## config.mk

```make
export PLATFORM = sky130hd
export DESIGN_NAME = zcd_block
export DESIGN_NICKNAME = d
export VERILOG_FILES = /design/src/hdl/zcd_pkg.sv /design/src/hdl/zcd_block.sv
export SDC_FILE = /design/constraint.sdc
export NUM_CORES = 1
export LEC_CHECK = 0
export BUFFER_PORTS_ARGS = -buffer_cell sky130_fd_sc_hd__buf_2
export CAP_MARGIN = 10
export CORE_MARGIN = 4
export CORE_UTILIZATION = 40
export CTS_BUF_LIST = sky130_fd_sc_hd__clkbuf_8
export CTS_CLUSTER_SIZE = 12
export DETAILED_ROUTE_END_ITERATION = 10
export PLACE_DENSITY = 0.67
export SLEW_MARGIN = 20
export SYNTH_ARGS = -nofsm -noshare
export SYNTH_HDL_FRONTEND = slang
export SYNTH_SLANG_ARGS = --single-unit
```

## constraint.sdc

```tcl
create_clock -name clk_sys_i -period 4.4 [get_ports clk_sys_i]
set_input_delay 0.22 -clock clk_sys_i [delete_from_list [all_inputs] [get_ports clk_sys_i]]
set_output_delay 0.22 -clock clk_sys_i [all_outputs]
set_load 0.02 [all_outputs]
```

## src/hdl/zcd_pkg.sv

```systemverilog
// constants for the zero current detect and carrier select block
package zcd_pkg;
  localparam int CLK_HZ = 200_000_000;
  localparam logic [15:0] DISABLE_CODE = 16'h270F;      // 9999 disables
  localparam logic [7:0] LEVEL_MAX_PCT = 8'h32;         // 50 %
  localparam logic [7:0] LEVEL_RESET_PCT = 8'h37;       // 55 %
  localparam logic [7:0] LEVEL_FULL_PCT = 8'h64;        // 100 % = rated
  localparam logic [15:0] TIME_MIN_MS = 16'h0032;       // 0.05 s
  localparam logic [15:0] TIME_MAX_MS = 16'h03E8;       // 1 s
  localparam logic [15:0] DEV_MAX_RPM = 16'h05DC;       // 1500 r/min
  localparam logic [7:0] TERM_FUNC_OPEN = 8'h07;
  localparam logic [2:0] CARRIER_MAX = 3'h6;
  localparam logic [2:0] CARRIER_RESET = 3'h0;
  localparam logic [9:0] WP_TUNE_CODE = 10'h321;        // 801
  localparam logic [9:0] WP_RESET = 10'h000;
  localparam logic [5:0] TUNE_FIRST = 6'h29;            // slot 41
  localparam logic [5:0] TUNE_LAST = 6'h2F;             // slot 47
  localparam logic [15:0] TUNE_RESET = 16'h270F;
  localparam int MS_NS = 1_000_000;
  localparam int CLK_NS = 5;
  localparam int HOLD_MS = 100;
  localparam int LATENCY_MS = 10;
  localparam int MS_CYCLES = MS_NS / CLK_NS;
  localparam int HOLD_CYCLES = HOLD_MS * MS_CYCLES;
endpackage

```

## src/hdl/zcd_block.sv

```systemverilog
// zero current detection, open circuit output and carrier/tuning settings
`timescale 1ns/1ps
module zcd_block
  import zcd_pkg::*;
#(
  parameter int MS_CYC = zcd_pkg::MS_CYCLES,
  parameter int HOLD_CYC = zcd_pkg::HOLD_CYCLES
)(
  input wire logic clk_sys_i,
  input wire logic rstn_i,
  input wire logic motor_running_i,
  input wire logic [7:0] current_pct_i,
  input wire logic param_we_i,
  input wire logic [5:0] param_slot_i,
  input wire logic [15:0] param_wdata_i,
  input wire logic [5:0] param_rslot_i,
  output logic [15:0] param_rdata_o,
  output logic tune_access_o,
  output logic open_circuit_o,
  output logic zero_current_output_terminal_o,
  output logic coast_o,
  output logic speed_deviation_fault_o,
  output logic [2:0] carrier_select_o,
  output logic [15:0] tuned_const_o [7]
);
  import zcd_pkg::*;

  // parameter slot numbers chosen for the local settings
  localparam logic [5:0] SLOT_LEVEL = 6'h01;
  localparam logic [5:0] SLOT_TIME = 6'h02;
  localparam logic [5:0] SLOT_DEV = 6'h03;
  localparam logic [5:0] SLOT_FUNC = 6'h04;
  localparam logic [5:0] SLOT_CARRIER = 6'h05;
  localparam logic [5:0] SLOT_WP = 6'h06;
  localparam int TUNE_N = int'(TUNE_LAST) - int'(TUNE_FIRST) + 1;

  typedef enum logic [2:0] {
    ZCD_IDLE = 3'b001,
    ZCD_LOW = 3'b010,
    ZCD_HOLD = 3'b100
  } zcd_state_e;

  function automatic logic is_tune_slot(input logic [5:0] s);
    is_tune_slot = (s >= TUNE_FIRST) && (s <= TUNE_LAST);
  endfunction

  logic [7:0] zero_current_level;
  logic [15:0] zero_current_time;
  logic [15:0] speed_deviation_level;
  logic [7:0] output_terminal_function;
  logic [2:0] carrier_select;
  logic [9:0] write_protect_select;
  // power-up contents stand for the factory values
  logic [15:0] tune_pending [7] = '{default: TUNE_RESET};
  logic [15:0] tune_active [7];
  logic tune_mode;
  logic wr_tune;
  logic [2:0] wr_idx;
  logic [2:0] rd_idx;
  zcd_state_e state;
  logic [31:0] cyc_cnt;
  logic [15:0] ms_cnt;
  logic below;
  logic detect_en;

  assign tune_mode = (write_protect_select == WP_TUNE_CODE);
  assign wr_tune = param_we_i && tune_mode && is_tune_slot(param_slot_i);
  assign wr_idx = 3'(param_slot_i - TUNE_FIRST);
  assign rd_idx = 3'(param_rslot_i - TUNE_FIRST);
  // level is percent of rated current, compared directly
  assign below = current_pct_i < zero_current_level;
  assign detect_en = zero_current_time != DISABLE_CODE;
  assign tune_access_o = tune_mode;

  ////////////////////////////////////////////////////////////////////////
  // settings; out of range level, time, deviation and carrier writes are ignored
  always_ff @(posedge clk_sys_i or negedge rstn_i)
  begin
    if (!rstn_i)
    begin
      zero_current_level <= LEVEL_RESET_PCT;
      zero_current_time <= DISABLE_CODE;
      speed_deviation_level <= DISABLE_CODE;
      output_terminal_function <= 8'h00;
      carrier_select <= CARRIER_RESET;
      write_protect_select <= WP_RESET;
    end
    else if (param_we_i && !is_tune_slot(param_slot_i))
    begin
      case (param_slot_i)
        SLOT_LEVEL:
          if (param_wdata_i <= 16'(LEVEL_MAX_PCT))
            zero_current_level <= param_wdata_i[7:0];
        SLOT_TIME:
          if (param_wdata_i == DISABLE_CODE
              || (param_wdata_i >= TIME_MIN_MS && param_wdata_i <= TIME_MAX_MS))
            zero_current_time <= param_wdata_i;
        SLOT_DEV:
          if (param_wdata_i == DISABLE_CODE || param_wdata_i <= DEV_MAX_RPM)
            speed_deviation_level <= param_wdata_i;
        SLOT_FUNC:
          output_terminal_function <= param_wdata_i[7:0];
        SLOT_CARRIER:
          // stopping first is left to the operator
          if (param_wdata_i <= 16'(CARRIER_MAX))
            carrier_select <= param_wdata_i[2:0];
        SLOT_WP:
          write_protect_select <= param_wdata_i[9:0];
        default:
          zero_current_level <= zero_current_level;
      endcase
    end
  end

  ////////////////////////////////////////////////////////////////////////
  // tuned constants: written to a shadow, applied only at reset
  // the shadow has no reset, otherwise a drive reset would wipe what it must apply
  always_ff @(posedge clk_sys_i)
  begin
    if (wr_tune)
      tune_pending[wr_idx] <= param_wdata_i;
  end

  // active copies the shadow once, at the first edge after reset release
  logic tune_load;
  always_ff @(posedge clk_sys_i or negedge rstn_i)
  begin
    if (!rstn_i)
      tune_load <= 1'b1;
    else
      tune_load <= 1'b0;
  end

  always_ff @(posedge clk_sys_i or negedge rstn_i)
  begin
    if (!rstn_i)
    begin
      for (int i = 0; i < TUNE_N; i++)
        tune_active[i] <= TUNE_RESET;
    end
    else if (tune_load)
      tune_active <= tune_pending;
  end

  always_ff @(posedge clk_sys_i or negedge rstn_i)
  begin
    if (!rstn_i)
      param_rdata_o <= 16'h0000;
    else if (tune_mode && is_tune_slot(param_rslot_i))
      param_rdata_o <= tune_pending[rd_idx];
    else
      case (param_rslot_i)
        SLOT_LEVEL: param_rdata_o <= 16'(zero_current_level);
        SLOT_TIME: param_rdata_o <= zero_current_time;
        SLOT_DEV: param_rdata_o <= speed_deviation_level;
        SLOT_FUNC: param_rdata_o <= 16'(output_terminal_function);
        SLOT_CARRIER: param_rdata_o <= 16'(carrier_select);
        SLOT_WP: param_rdata_o <= 16'(write_protect_select);
        default: param_rdata_o <= 16'h0000;
      endcase
  end

  ////////////////////////////////////////////////////////////////////////
  // detection timer; ms prescaler keeps ms_cnt narrow, the hold counts raw cycles in cyc_cnt
  always_ff @(posedge clk_sys_i or negedge rstn_i)
  begin
    if (!rstn_i)
    begin
      state <= ZCD_IDLE;
      cyc_cnt <= 32'h0;
      ms_cnt <= 16'h0;
    end
    else
    begin
      case (state)
        ZCD_IDLE:
        begin
          cyc_cnt <= 32'h0;
          ms_cnt <= 16'h0;
          if (motor_running_i && detect_en && below)
            state <= ZCD_LOW;
        end
        ZCD_LOW:
          if (!motor_running_i || !detect_en || !below)
            state <= ZCD_IDLE;
          else if (ms_cnt >= zero_current_time)
          begin
            state <= ZCD_HOLD;
            cyc_cnt <= 32'h0;
          end
          else if (cyc_cnt == 32'(MS_CYC - 1))
          begin
            cyc_cnt <= 32'h0;
            ms_cnt <= ms_cnt + 16'h1;
          end
          else
            cyc_cnt <= cyc_cnt + 32'h1;
        ZCD_HOLD:
          if (!detect_en)
            state <= ZCD_IDLE;
          else if (below && motor_running_i)
            cyc_cnt <= 32'h0;
          else if (cyc_cnt == 32'(HOLD_CYC - 1))
            state <= ZCD_IDLE;
          else
            cyc_cnt <= cyc_cnt + 32'h1;
        default:
          state <= ZCD_IDLE;
      endcase
    end
  end

  ////////////////////////////////////////////////////////////////////////
  always_ff @(posedge clk_sys_i or negedge rstn_i)
  begin
    if (!rstn_i)
    begin
      open_circuit_o <= 1'b0;
      zero_current_output_terminal_o <= 1'b0;
      coast_o <= 1'b0;
      speed_deviation_fault_o <= 1'b0;
    end
    else
    begin
      open_circuit_o <= state == ZCD_HOLD;
      zero_current_output_terminal_o <= (state == ZCD_HOLD)
        && (output_terminal_function == TERM_FUNC_OPEN);
      // fault latches until reset, like any drive trip
      if (state == ZCD_HOLD && speed_deviation_level != DISABLE_CODE)
      begin
        coast_o <= 1'b1;
        speed_deviation_fault_o <= 1'b1;
      end
    end
  end

  assign carrier_select_o = carrier_select;
  assign tuned_const_o = tune_active;
endmodule

```

==> flow_summary.ini, run 1 <==
[place]
globalplace.congestion = 0.864
placed_area_mm2 = 0.0171
hpwlAfterDp_um = 29300
placed_cells_incl_taps = 1842
port_buffers = 175

[die]
core_area_mm2 = 0.0386
row_count = 72
ios = 176
floorplan.die_area_mm2 = 0.0423
chipHeight_um = 206
floorplan.initialDensity_pct = 40.4
floorplan.die.width_um = 206

[global_routing]
groute.layer.met3.usage_pct = 4.26
first_global_vias = 10900
grt_busiest_layer = met2
first_pass_grt_wire_length_um = 65100
grt_antenna_before_repair = 0
grt_usage_pct = 19.9
grt_remaining_overflow = 0
gr-usage-met2_pct = 32.5
grt_start_max_net_pins = 109
met1_usage_pct = 27.1

[synthesis]
synth.yosys.seq_area_share_pct = 61.3
synth_enable_flop_cells = 112
yosys.area.top_type = sky130_fd_sc_hd__dfrtp_1
post_synthesis_cell_count = 1184
synth.lib_cells_used.distinct = 72
most_used_flip_flop_cell_after_synthesis = sky130_fd_sc_hd__dfrtp_1
synthesis.nets = 1259
yosysTopAreaCellShare_pct = 26.4
synth-warning-count = 0
asyncSetResetFlopFracSynth_pct = 68.5
synth_area_leaders = sky130_fd_sc_hd__dfrtp_1 (26%), sky130_fd_sc_hd__edfxtp_1 (22%), sky130_fd_sc_hd__dfstp_2 (13%), sky130_fd_sc_hd__mux2_2 (11%), sky130_fd_sc_hd__ha_1 (2.8%)
syn_area_mm2 = 0.0156
synth.avg_cell_area_um2 = 13.2
synth_seq_cells = 356

[routing]
first_pass_iters = 5
drt-initial-drc-count = 718
routed-via-count = 10900
ant_nets = 0
drc = 0
routed_wl_um = 42300
vias_per_cell = 5.54
wire_per_inst_um = 21.5

[clock_network]
clk_transition_reported_paths_ns = 0.07
postCtsSetupBuffers = 0
cts.sink_count = 356
cts_buffers = 58
post_cts_resize_count = 0
clk_root_buffer_cell = sky130_fd_sc_hd__clkbuf_8
clock_tree.buffer_depth = 3
tritoncts = done
clock_insertion_delay_worst_skew_ns = 0.65
cts_htree_levels = 2

[cells_and_area]
final_nets = 1475
diodes = 0
mostFrequentLayoutCell = sky130_fd_sc_hd__buf_2
synthToLayoutAreaGrowth_pct = 17.6
final_cell_count_no_fill = 1967
final_area_mm2 = 0.0184
mostFrequentLayoutCells = sky130_fd_sc_hd__buf_2 (174), sky130_fd_sc_hd__dfrtp_1 (165), sky130_fd_sc_hd__mux2_2 (148), sky130_fd_sc_hd__edfxtp_1 (112), sky130_fd_sc_hd__dfstp_2 (78)
nFillCells = 3376
drive_gt1_share_pct = 36.3
postLayoutCoreUtil_pct = 47.5

[pwr]
power_per_unit_of_standard_cell_area_mw_per_mm2 = 369
cellLeakagePower_nw = 7.79
ir_worst_vdd_uv = 245

[worst_setup_path]
cp-end-kind = flop
crit_required_ns = 4.89
worst-setup-path-type = flop to flop
timing.critical_path.fanout_max = 15
worstSetupStartpointType = flop
cp.arrival_ns = 3.98

[sta]
finalMaxSlewViolations = 0
max_slew.worst_pin.slew_ns = 1.08
max_clock_freq_ghz = 0.286
slew_headroom_pct = 27.4
final.period_utilization_pct = 79.4
setup_total_negative_slack_ns = 0
worst_clock_skew_ns = 0.0346
grt_setup_unrepaired = false
final-hold-violation-count = 0
setup-violations-final = 0
final.min_clock_period_ns = 3.49

[job]
cap_violations = 0

[min_path]
hold_class = input port to flop

[run_status]
outcome = completed
what timing repair did:
action / CTS / global route
setup endpoints to repair: 0 / 0
hold endpoints to repair: 149 / 0
hold buffers: 16 / 0
sequential cells by signal, indices dropped and copies added (netlist names):
name and flops:
carrier_select_o 3, cyc_cnt 32, ms_cnt 16, open_circuit_o 1, output_terminal_function 8, param_rdata_o 16
speed_deviation_fault_o 1, speed_deviation_level 16, state 3, tune_load 1, tune_pending 112, tuned_const_o 112
write_protect_select 10, zero_current_level 8, zero_current_output_terminal_o 1, zero_current_time 16
critical path, stage by stage (launching register included):
cell                        delay [ns]
sky130_fd_sc_hd__dfstp_2          0.55
sky130_fd_sc_hd__ha_1             0.22
sky130_fd_sc_hd__nand2b_1         0.14
sky130_fd_sc_hd__a2111oi_0        0.37
sky130_fd_sc_hd__o21ai_0          0.20
sky130_fd_sc_hd__a211oi_2         0.45
sky130_fd_sc_hd__a22o_1           0.51
sky130_fd_sc_hd__nand2_1          0.43
sky130_fd_sc_hd__o311ai_0         0.49
where the power goes:
part	switching, W	leakage [nW]	internal (W)
Combinational	0.000342	3.23	0.000204
Sequential	0.0000644	3.89	0.00352
Clock	0.00130	0.666	0.00134
Total	0.00171	7.79	0.00507
synthesized netlist by cell type, types with 7 or more instances:
| library cell | number |
|---|---|
| sky130_fd_sc_hd__a21o_1 | 10 |
| sky130_fd_sc_hd__a21oi_1 | 51 |
| sky130_fd_sc_hd__a222oi_1 | 7 |
| sky130_fd_sc_hd__a22o_1 | 16 |
| sky130_fd_sc_hd__a22oi_1 | 27 |
| sky130_fd_sc_hd__and3_1 | 11 |
| sky130_fd_sc_hd__buf_2 | 9 |
| sky130_fd_sc_hd__clkbuf_1 | 39 |
| sky130_fd_sc_hd__dfrtp_1 | 165 |
| sky130_fd_sc_hd__dfstp_2 | 79 |
| sky130_fd_sc_hd__edfxtp_1 | 112 |
| sky130_fd_sc_hd__ha_1 | 35 |
| sky130_fd_sc_hd__inv_1 | 30 |
| sky130_fd_sc_hd__mux2_2 | 148 |
| sky130_fd_sc_hd__mux2i_1 | 19 |
| sky130_fd_sc_hd__mux4_2 | 16 |
| sky130_fd_sc_hd__nand2_1 | 73 |
| sky130_fd_sc_hd__nand2b_1 | 9 |
| sky130_fd_sc_hd__nand3_1 | 33 |
| sky130_fd_sc_hd__nand4_1 | 9 |
| sky130_fd_sc_hd__nor2_1 | 72 |
| sky130_fd_sc_hd__nor2b_1 | 11 |
| sky130_fd_sc_hd__nor3_1 | 18 |
| sky130_fd_sc_hd__nor3b_1 | 7 |
| sky130_fd_sc_hd__nor4_1 | 17 |
| sky130_fd_sc_hd__o211ai_1 | 8 |
| sky130_fd_sc_hd__o21ai_0 | 54 |
through the flow:
stage               setup slack [ns]  power (W)  hold slack [ns]
floorplan                       1.53    0.00393          -0.0756
global placement                1.10    0.00417            0.264
detailed placement             0.951    0.00418            0.263
CTS                            0.920    0.00685         0.000191
global route                   0.514    0.00705          0.00520
finish                         0.908    0.00678           0.0365
routing by layer:
| layer | share of wire, % | wire length, um | vias to the layer above |
|---|---|---|---|
| met3 | 6.9 | 2930 | 75 |
| met1 | 44 | 18500 | 5536 |
| li1 | - | - | 4887 |
| met4 | 2.2 | 927 | 0 |
| met5 | 0 | 0 | - |
| met2 | 47 | 19900 | 394 |
kinds of logic after synthesis:
kind of cell,after synthesis,synth area share (%)
muxes,183,14.2
adders and majority gates,35,2.80
buffers and inverters,88,2.26
xor gates and xnor gates,4,0.224
DFF,356,61.3
and+or+nand+nor,297,9.72
other,1,0.0240
AOI/OAI and AO/OA,220,9.52
path summary, 6_finish.rpt:
kind / startpoint / to / slack (ns) / cells past startpoint
worst min register to register: tune_pending[4]$_DFFE_PP_ / tuned_const_o[4]$_DFFE_PN0P_ / 0.49 / 1
worst max-delay path: zero_current_time[0]$_DFFE_PN1P_ / cyc_cnt[16]$_DFFE_PN0P_ / 0.91 / 8
worst min-delay path: param_wdata_i[6] / tune_pending[6]$_DFFE_PP_ / 0.04 / 1
worst max register to register: zero_current_time[0]$_DFFE_PN1P_ / cyc_cnt[16]$_DFFE_PN0P_ / 0.91 / 8
max in group asynchronous: rstn_i / tuned_const_o[110]$_DFFE_PN0P_ / 3.11 / 3
min in group asynchronous: rstn_i / tuned_const_o[14]$_DFFE_PN0P_ / 0.16 / 2
final cells by class:
cell class / count / area, um^2 / share of cell area [%]
Clock buffer: 61 / 840 / 4.57
Clock inverter: 48 / 229 / 1.25
Inverter: 32 / 120 / 0.654
Multi-Input combinational cell: 740 / 5740 / 31.3
Sequential cell: 356 / 9570 / 52.1
Tap cell: 518 / 648 / 3.53
Timing Repair Buffer: 212 / 1220 / 6.62
(Power assumes the default switching activity.)
==> inputs of run 2 (changes only) <==
--- a/config.mk
+++ b/config.mk
@@ -5,6 +5,7 @@
 export SDC_FILE = /design/constraint.sdc
 export NUM_CORES = 1
 export LEC_CHECK = 0
+export ABC_AREA = 1
 export BUFFER_PORTS_ARGS = -buffer_cell sky130_fd_sc_hd__buf_2
 export CAP_MARGIN = 10
 export CORE_MARGIN = 4
@@ -12,7 +13,7 @@
 export CTS_BUF_LIST = sky130_fd_sc_hd__clkbuf_8
 export CTS_CLUSTER_SIZE = 12
 export DETAILED_ROUTE_END_ITERATION = 10
-export PLACE_DENSITY = 0.67
+export PLACE_DENSITY = 0.69
 export SLEW_MARGIN = 20
 export SYNTH_ARGS = -nofsm -noshare
 export SYNTH_HDL_FRONTEND = slang
==> constraint.sdc (replaced) <==
create_clock -name clk_sys_i -period 2.87 [get_ports clk_sys_i]
set_input_delay 0.1435 -clock clk_sys_i [delete_from_list [all_inputs] [get_ports clk_sys_i]]
set_output_delay 0.1435 -clock clk_sys_i [all_outputs]
set_load 0.02 [all_outputs]
==> flow_summary.ini, run 2 <==
[clock_network]
cts.sink_count = 356
postCtsSetupBuffers = 0
cts_buffers = 60
cts_htree_levels = 2
clock_tree.buffer_depth = 3
clock_insertion_delay_worst_skew_ns = 0.68
post_cts_resize_count = 0
hold_buffers = 19
clk_transition_reported_paths_ns = 0.06
tritoncts = done
clk_root_buffer_cell = sky130_fd_sc_hd__clkbuf_8

[worst_setup_path]
r2r_cells = 12
crit_required_ns = 3.44
crit_end = cyc_cnt[8]$_DFFE_PN0P_
reg2reg_slack_ns = 0.53
cp.arrival_ns = 2.91
worstSetupStartpointType = flop
reg2reg_from = zero_current_level[5]$_DFFE_PN1P_
cp-end-kind = flop
cp_launch_point = zero_current_level[5]$_DFFE_PN1P_
rr_endpoint = cyc_cnt[8]$_DFFE_PN0P_
worst-setup-path-type = flop to flop
timing.critical_path.fanout_max = 17

[synthesis]
synth_area_leaders = sky130_fd_sc_hd__dfrtp_1 (25%), sky130_fd_sc_hd__edfxtp_1 (20%), sky130_fd_sc_hd__dfstp_2 (13%), sky130_fd_sc_hd__mux2_2 (7.6%), sky130_fd_sc_hd__nand2_1 (6.5%)
synth.mux.area_fraction_pct = 7.60
synth.cells.most_frequent = sky130_fd_sc_hd__nand2_1 (289), sky130_fd_sc_hd__nor2_1 (199), sky130_fd_sc_hd__dfrtp_1 (165)
yosys.area.top_type = sky130_fd_sc_hd__dfrtp_1
synth_compound_area_share_pct = 6.82
synth.most_common_cell = sky130_fd_sc_hd__nand2_1
most_used_flip_flop_cell_after_synthesis = sky130_fd_sc_hd__dfrtp_1
synthesis.nets = 1742
post_synthesis_cell_count = 1667
synthXorXnorAreaFrac_pct = 1.79
synth_fa_ha_area_share_pct = 2.64
syn_area_mm2 = 0.0166
dominant_combinational_cell_family_by_area_after_synthesis = simple AND/OR/NAND/NOR gates
synth.yosys.seq_area_share_pct = 57.6
synth_seq_cells = 356
synth.lib_cells_used.distinct = 46
asyncSetResetFlopFracSynth_pct = 68.5
synth_enable_flop_cells = 112
synth.avg_cell_area_um2 = 9.96
synth-simple-area-share_pct = 18.1
yosysTopAreaCellShare_pct = 24.9
synth-warning-count = 0

[sta]
final.min_clock_period_ns = 2.34
slew_headroom_pct = 33.3
setup_ws_ns = 0.527
final-hold-violation-count = 0
setup-violations-final = 0
grt_setup_unrepaired = false
final.period_utilization_pct = 81.6
max_slew.worst_pin.slew_ns = 0.996
worst_clock_skew_ns = 0.0528
max_clock_freq_ghz = 0.427
finalMaxSlewViolations = 0
setup_total_negative_slack_ns = 0

[routing]
vias_per_cell = 5.34
drt-initial-drc-count = 1196
drc = 0
first_pass_iters = 7
routed-via-count = 13300
ant_nets = 0
routed_wl_um = 48700
wire_per_inst_um = 19.6

[die]
ios = 176
floorplan.initialDensity_pct = 40.6
row_count = 74
floorplan.die.width_um = 212
chipHeight_um = 212
floorplan.die_area_mm2 = 0.0448
core_area_mm2 = 0.0409

[pwr]
p_total_w = 0.0125
cell_internal_pwr_w = 0.00885
ir_worst_vdd_uv = 424
cellLeakagePower_nw = 8.83
power.switching_fraction_pct = 29.0
power_switching_w = 0.00362
seq_power_share_pct = 44.8
clock_power_share_pct = 40.6
power_per_unit_of_standard_cell_area_mw_per_mm2 = 630
pwr-share-comb_pct = 14.6

[global_routing]
grt_usage_pct = 21.3
grt_antenna_before_repair = 0
first_global_vias = 12900
grt_start_max_net_pins = 94
grt_remaining_overflow = 0
first_pass_grt_wire_length_um = 74700

[place]
placed_cells_incl_taps = 2353
globalplace.congestion = 1.02
placement.setup.worst_slack_ns = 0.482
hpwlAfterDp_um = 34500
port_buffers = 175

[cells_and_area]
mostFrequentLayoutCell = sky130_fd_sc_hd__nand2_1
nFillCells = 3732
final_cell_count_no_fill = 2484
multi_input_area_mm2 = 0.00615
synthToLayoutAreaGrowth_pct = 19.2
final_nets = 1977
mostFrequentLayoutCells = sky130_fd_sc_hd__nand2_1 (289), sky130_fd_sc_hd__nor2_1 (199), sky130_fd_sc_hd__buf_2 (174), sky130_fd_sc_hd__inv_1 (173), sky130_fd_sc_hd__dfrtp_1 (165)
drive_gt1_share_pct = 26.2
diodes = 0
layout.area.seq_mm2 = 0.00957
postLayoutCoreUtil_pct = 48.4

[min_path]
start_point_of_the_worst_hold_path = param_slot_i[5]
hold_class = input port to flop

[run_status]
outcome = completed

[job]
cap_violations = 0
## run 2: power groups by stage
stage / Sequential (W) / Combinational (W) / Clock (W)
finish: 0.00559 / 0.00181 / 0.00507
global route: 0.00560 / 0.00198 / 0.00541
CTS: 0.00559 / 0.00181 / 0.00516
detailed placement: 0.00568 / 0.00178 / 0
global placement: 0.00567 / 0.00176 / 0
floorplan: 0.00575 / 0.00109 / 0
## run 2: kinds of logic after synthesis
group / after synthesis
other: 1
flip-flops: 356
adder cells (fa/ha/maj): 35
AND/OR/NAND/NOR: 704
multiplexers: 112
AO/OA/AOI/OAI: 201
buffers and inverters: 224
XOR/XNOR: 34
## run 2: worst min path at each step
stage	endpoint	depth (start not counted)	slack, ns
floorplan	carrier_select_o[0]$_DFFE_PN0P_	0	-0.15
detailed placement	tuned_const_o[52]$_DFFE_PN0P_	1	0.24
global placement	tuned_const_o[68]$_DFFE_PN0P_	1	0.23
global route	write_protect_select[0]$_DFFE_PN0P_	5	0.05
CTS	write_protect_select[0]$_DFFE_PN0P_	5	0.007
finish	write_protect_select[7]$_DFFE_PN0P_	5	0.06
## run 2: routing by layer
metal / wire length, um / GRT usage (%) / vias up
li1: - / - / 6113
met1: 21200 / 30.6 / 6439
met2: 21400 / 31.8 / 603
met3: 4430 / 5.26 / 104
met4: 1610 / 7.37 / 0
met5: 0 / 0 / -
## run 2: cell type report
| type | count | area share (%) |
|---|---|---|
| multi-input cells | 1087 | 31.1 |
| well taps | 532 | 3.36 |
| clock buffers | 70 | 4.87 |
| clock inverters | 42 | 1.99 |
| inverters | 161 | 3.07 |
| repair buffers | 236 | 7.28 |
| flip-flops and latches | 356 | 48.4 |
## run 2: critical path, cell delays in order, from the launching register on
cell and delay [ns]:
sky130_fd_sc_hd__dfstp_2 0.51, sky130_fd_sc_hd__inv_1 0.09, sky130_fd_sc_hd__ha_1 0.30, sky130_fd_sc_hd__nand2_1 0.07, sky130_fd_sc_hd__nor2_1 0.04, sky130_fd_sc_hd__nor2_1 0.27, sky130_fd_sc_hd__nand3_1 0.24, sky130_fd_sc_hd__nand2_1 0.13
sky130_fd_sc_hd__nand2_2 0.07, sky130_fd_sc_hd__nor2_4 0.12, sky130_fd_sc_hd__buf_4 0.25, sky130_fd_sc_hd__nand3_1 0.10, sky130_fd_sc_hd__nand2_1 0.08
## run 2: through the flow
stage / instance area [um^2] / hold slack (ns)
CTS: 19800 / 0.00715
floorplan: 16600 / -0.152
finish: 19800 / 0.0619
global route: 19800 / 0.0488
detailed placement: 18200 / 0.242
global placement: 18200 / 0.232
==> inputs of run 3 (changes only) <==
--- a/config.mk
+++ b/config.mk
@@ -13,7 +13,7 @@
 export CTS_BUF_LIST = sky130_fd_sc_hd__clkbuf_8
 export CTS_CLUSTER_SIZE = 12
 export DETAILED_ROUTE_END_ITERATION = 10
-export PLACE_DENSITY = 0.69
+export PLACE_DENSITY = 0.67
 export SLEW_MARGIN = 20
 export SYNTH_ARGS = -nofsm -noshare
 export SYNTH_HDL_FRONTEND = slang
==> constraint.sdc (replaced) <==
create_clock -name clk_sys_i -period 2.4 [get_ports clk_sys_i]
set_input_delay 0.12 -clock clk_sys_i [delete_from_list [all_inputs] [get_ports clk_sys_i]]
set_output_delay 0.12 -clock clk_sys_i [all_outputs]
set_load 0.02 [all_outputs]
==> flow_summary.ini, run 3 (synthesis gave the netlist of run 2 again) <==
[die]
ios = 176
chipHeight_um = 212
floorplan.initialDensity_pct = 40.6
floorplan.die.width_um = 212
core_area_mm2 = 0.0409
row_count = 74
floorplan.die_area_mm2 = 0.0448

[sta]
final.min_clock_period_ns = 2.22
max_clock_freq_ghz = 0.450
setup_ws_ns = 0.180
finalMaxSlewViolations = 0
setup_total_negative_slack_ns = 0
max_slew.worst_pin.slew_ns = 0.683
final.period_utilization_pct = 92.5
slew_headroom_pct = 54.5
worst_clock_skew_ns = 0.0477
final-hold-violation-count = 0
setup-violations-final = 0

[cells_and_area]
mostFrequentLayoutCell = sky130_fd_sc_hd__nand2_1
final_area_mm2 = 0.0198
drive_gt1_share_pct = 26.4
synthToLayoutAreaGrowth_pct = 19.4
mostFrequentLayoutCells = sky130_fd_sc_hd__nand2_1 (287), sky130_fd_sc_hd__nor2_1 (194), sky130_fd_sc_hd__inv_1 (184), sky130_fd_sc_hd__buf_2 (174), sky130_fd_sc_hd__dfrtp_1 (165)
nFillCells = 3778
final_nets = 1988
final_cell_count_no_fill = 2497

[routing]
first_pass_iters = 7
routed_wl_um = 48800
drt-initial-drc-count = 1288
wire_per_inst_um = 19.6
routed-via-count = 13400
route.top_layer_used = met5
vias_per_cell = 5.35
met1Wirelength_um = 21400
detailroute.wirelength.met3_um = 4390
wl_met2_um = 22100
drc = 0
ant_nets = 0

[run_status]
outcome = completed

[min_path]
worstHoldPathCells = 7
hold_class = input port to flop

[place]
placed_cells_incl_taps = 2361
placement.setup.worst_slack_ns = 0.157
placed_area_mm2 = 0.0184
hpwlAfterDp_um = 34600
port_buffers = 175
globalplace.congestion = 0.897

[clock_network]
clk_transition_reported_paths_ns = 0.06
clock_tree.buffer_depth = 3
cts.sink_count = 356
clock_insertion_delay_worst_skew_ns = 0.66
cts_htree_levels = 2
cts_buffers = 58
clk_root_buffer_cell = sky130_fd_sc_hd__clkbuf_8
tritoncts = done

[worst_setup_path]
worst-setup-path-type = flop to flop
crit_required_ns = 2.96
cp.buffers_inverters = 2
crit_path_cell_trace = inv_1, ha_1, nand2_1, nor2_1, nor2_2, nand3_2, nand2_1, nand2_2, nor2_4, buf_12, nand3_1, nand2_1
critical_path.max_stage_delay_ns = 0.52
r2r_cells = 12
crit_top_cell = sky130_fd_sc_hd__nand2_1
critPathTopFamily = simple AND/OR/NAND/NOR gates
worstSetupStartpointType = flop
reg2reg_slack_ns = 0.18
cp.arrival_ns = 2.78
timing.critical_path.depth = 12
critPathSlowestCell = sky130_fd_sc_hd__dfstp_2
timing.critical_path.fanout_max = 33
cp-end-kind = flop

[global_routing]
first_global_vias = 13400
grt_antenna_before_repair = 4
grt_start_max_net_pins = 65
grt_usage_pct = 21.7
grt_remaining_overflow = 0
first_pass_grt_wire_length_um = 76300

[pwr]
pwr-share-comb_pct = 15.9
ir_worst_vdd_uv = 486
power.switching_fraction_pct = 29.7
seq_power_share_pct = 46.9
power_switching_w = 0.00424
cellLeakagePower_nw = 8.87
cell_internal_pwr_w = 0.0100
power_per_unit_of_standard_cell_area_mw_per_mm2 = 718
clock_power_share_pct = 37.2

[job]
cap_violations = 0
## run 3: path summary, 6_finish.rpt
check                                                      start                                    end
setup / recovery               zero_current_level[5]$_DFFE_PN1P_                cyc_cnt[19]$_DFFE_PN0P_
hold / removal                                   motor_running_i                   state[1]$_DFFE_PN0P_
setup reg to reg               zero_current_level[5]$_DFFE_PN1P_                cyc_cnt[19]$_DFFE_PN0P_
hold reg to reg            speed_deviation_level[13]$_DFFE_PN1P_  speed_deviation_level[13]$_DFFE_PN1P_
max in group asynchronous                                 rstn_i      zero_current_level[2]$_DFFE_PN1P_
min in group asynchronous                                 rstn_i      zero_current_time[12]$_DFFE_PN0P_
## run 3: power groups by stage
stage / logic [W] / registers [W] / clock network, W
after global placement: 0.00216 / 0.00678 / 0
after detailed placement: 0.00221 / 0.00678 / 0
final: 0.00227 / 0.00668 / 0.00529
after global routing: 0.00248 / 0.00670 / 0.00573
after CTS: 0.00225 / 0.00667 / 0.00544
after floorplan: 0.00130 / 0.00688 / 0
## run 3: timing repair
item                                   4_1_cts  5_1_grt
resized for setup                            0        7
endpoints found under the hold margin      340        0
setup endpoints to repair                    0       47
setup buffers                                0        0
hold buffers                                24        0
## run 3: final cells by class
class	count	area, um^2	share of cell area (%)
inverter	161	609	3.07
tap	532	666	3.36
timing repair buffer	249	1610	8.13
clock inverter	39	211	1.07
sequential	356	9570	48.3
multi-input combinational	1087	6180	31.1
antenna	2	5.00	0.0252
clock buffer	71	977	4.93
## run 3: stage by stage
step / hold slack (ns) / power (W) / utilization, %
finish: 0.0436 / 0.0142 / 48.4
global route: 0.0761 / 0.0149 / 48.4
CTS: 0.0317 / 0.0144 / 48.4
detailed placement: 0.0957 / 0.00899 / 44.9
global placement: 0.0906 / 0.00894 / 44.9
floorplan: -0.176 / 0.00818 / -
## run 3: per-layer routing
metal / vias up / GRT usage, %
met4: 2 / 5.13
met5: - / 0
met2: 581 / 33.4
li1: 6144 / -
met3: 68 / 5.66
met1: 6557 / 31.0
## run 3: tightest hold or removal path: stages
cell	delay, ns
sky130_fd_sc_hd__buf_2	0.12
sky130_fd_sc_hd__nand2_1	0.06
sky130_fd_sc_hd__nor2_1	0.03
sky130_fd_sc_hd__nand2_1	0.06
sky130_fd_sc_hd__nor2_2	0.06
sky130_fd_sc_hd__nand3_2	0.11
sky130_fd_sc_hd__o31ai_1	0.07
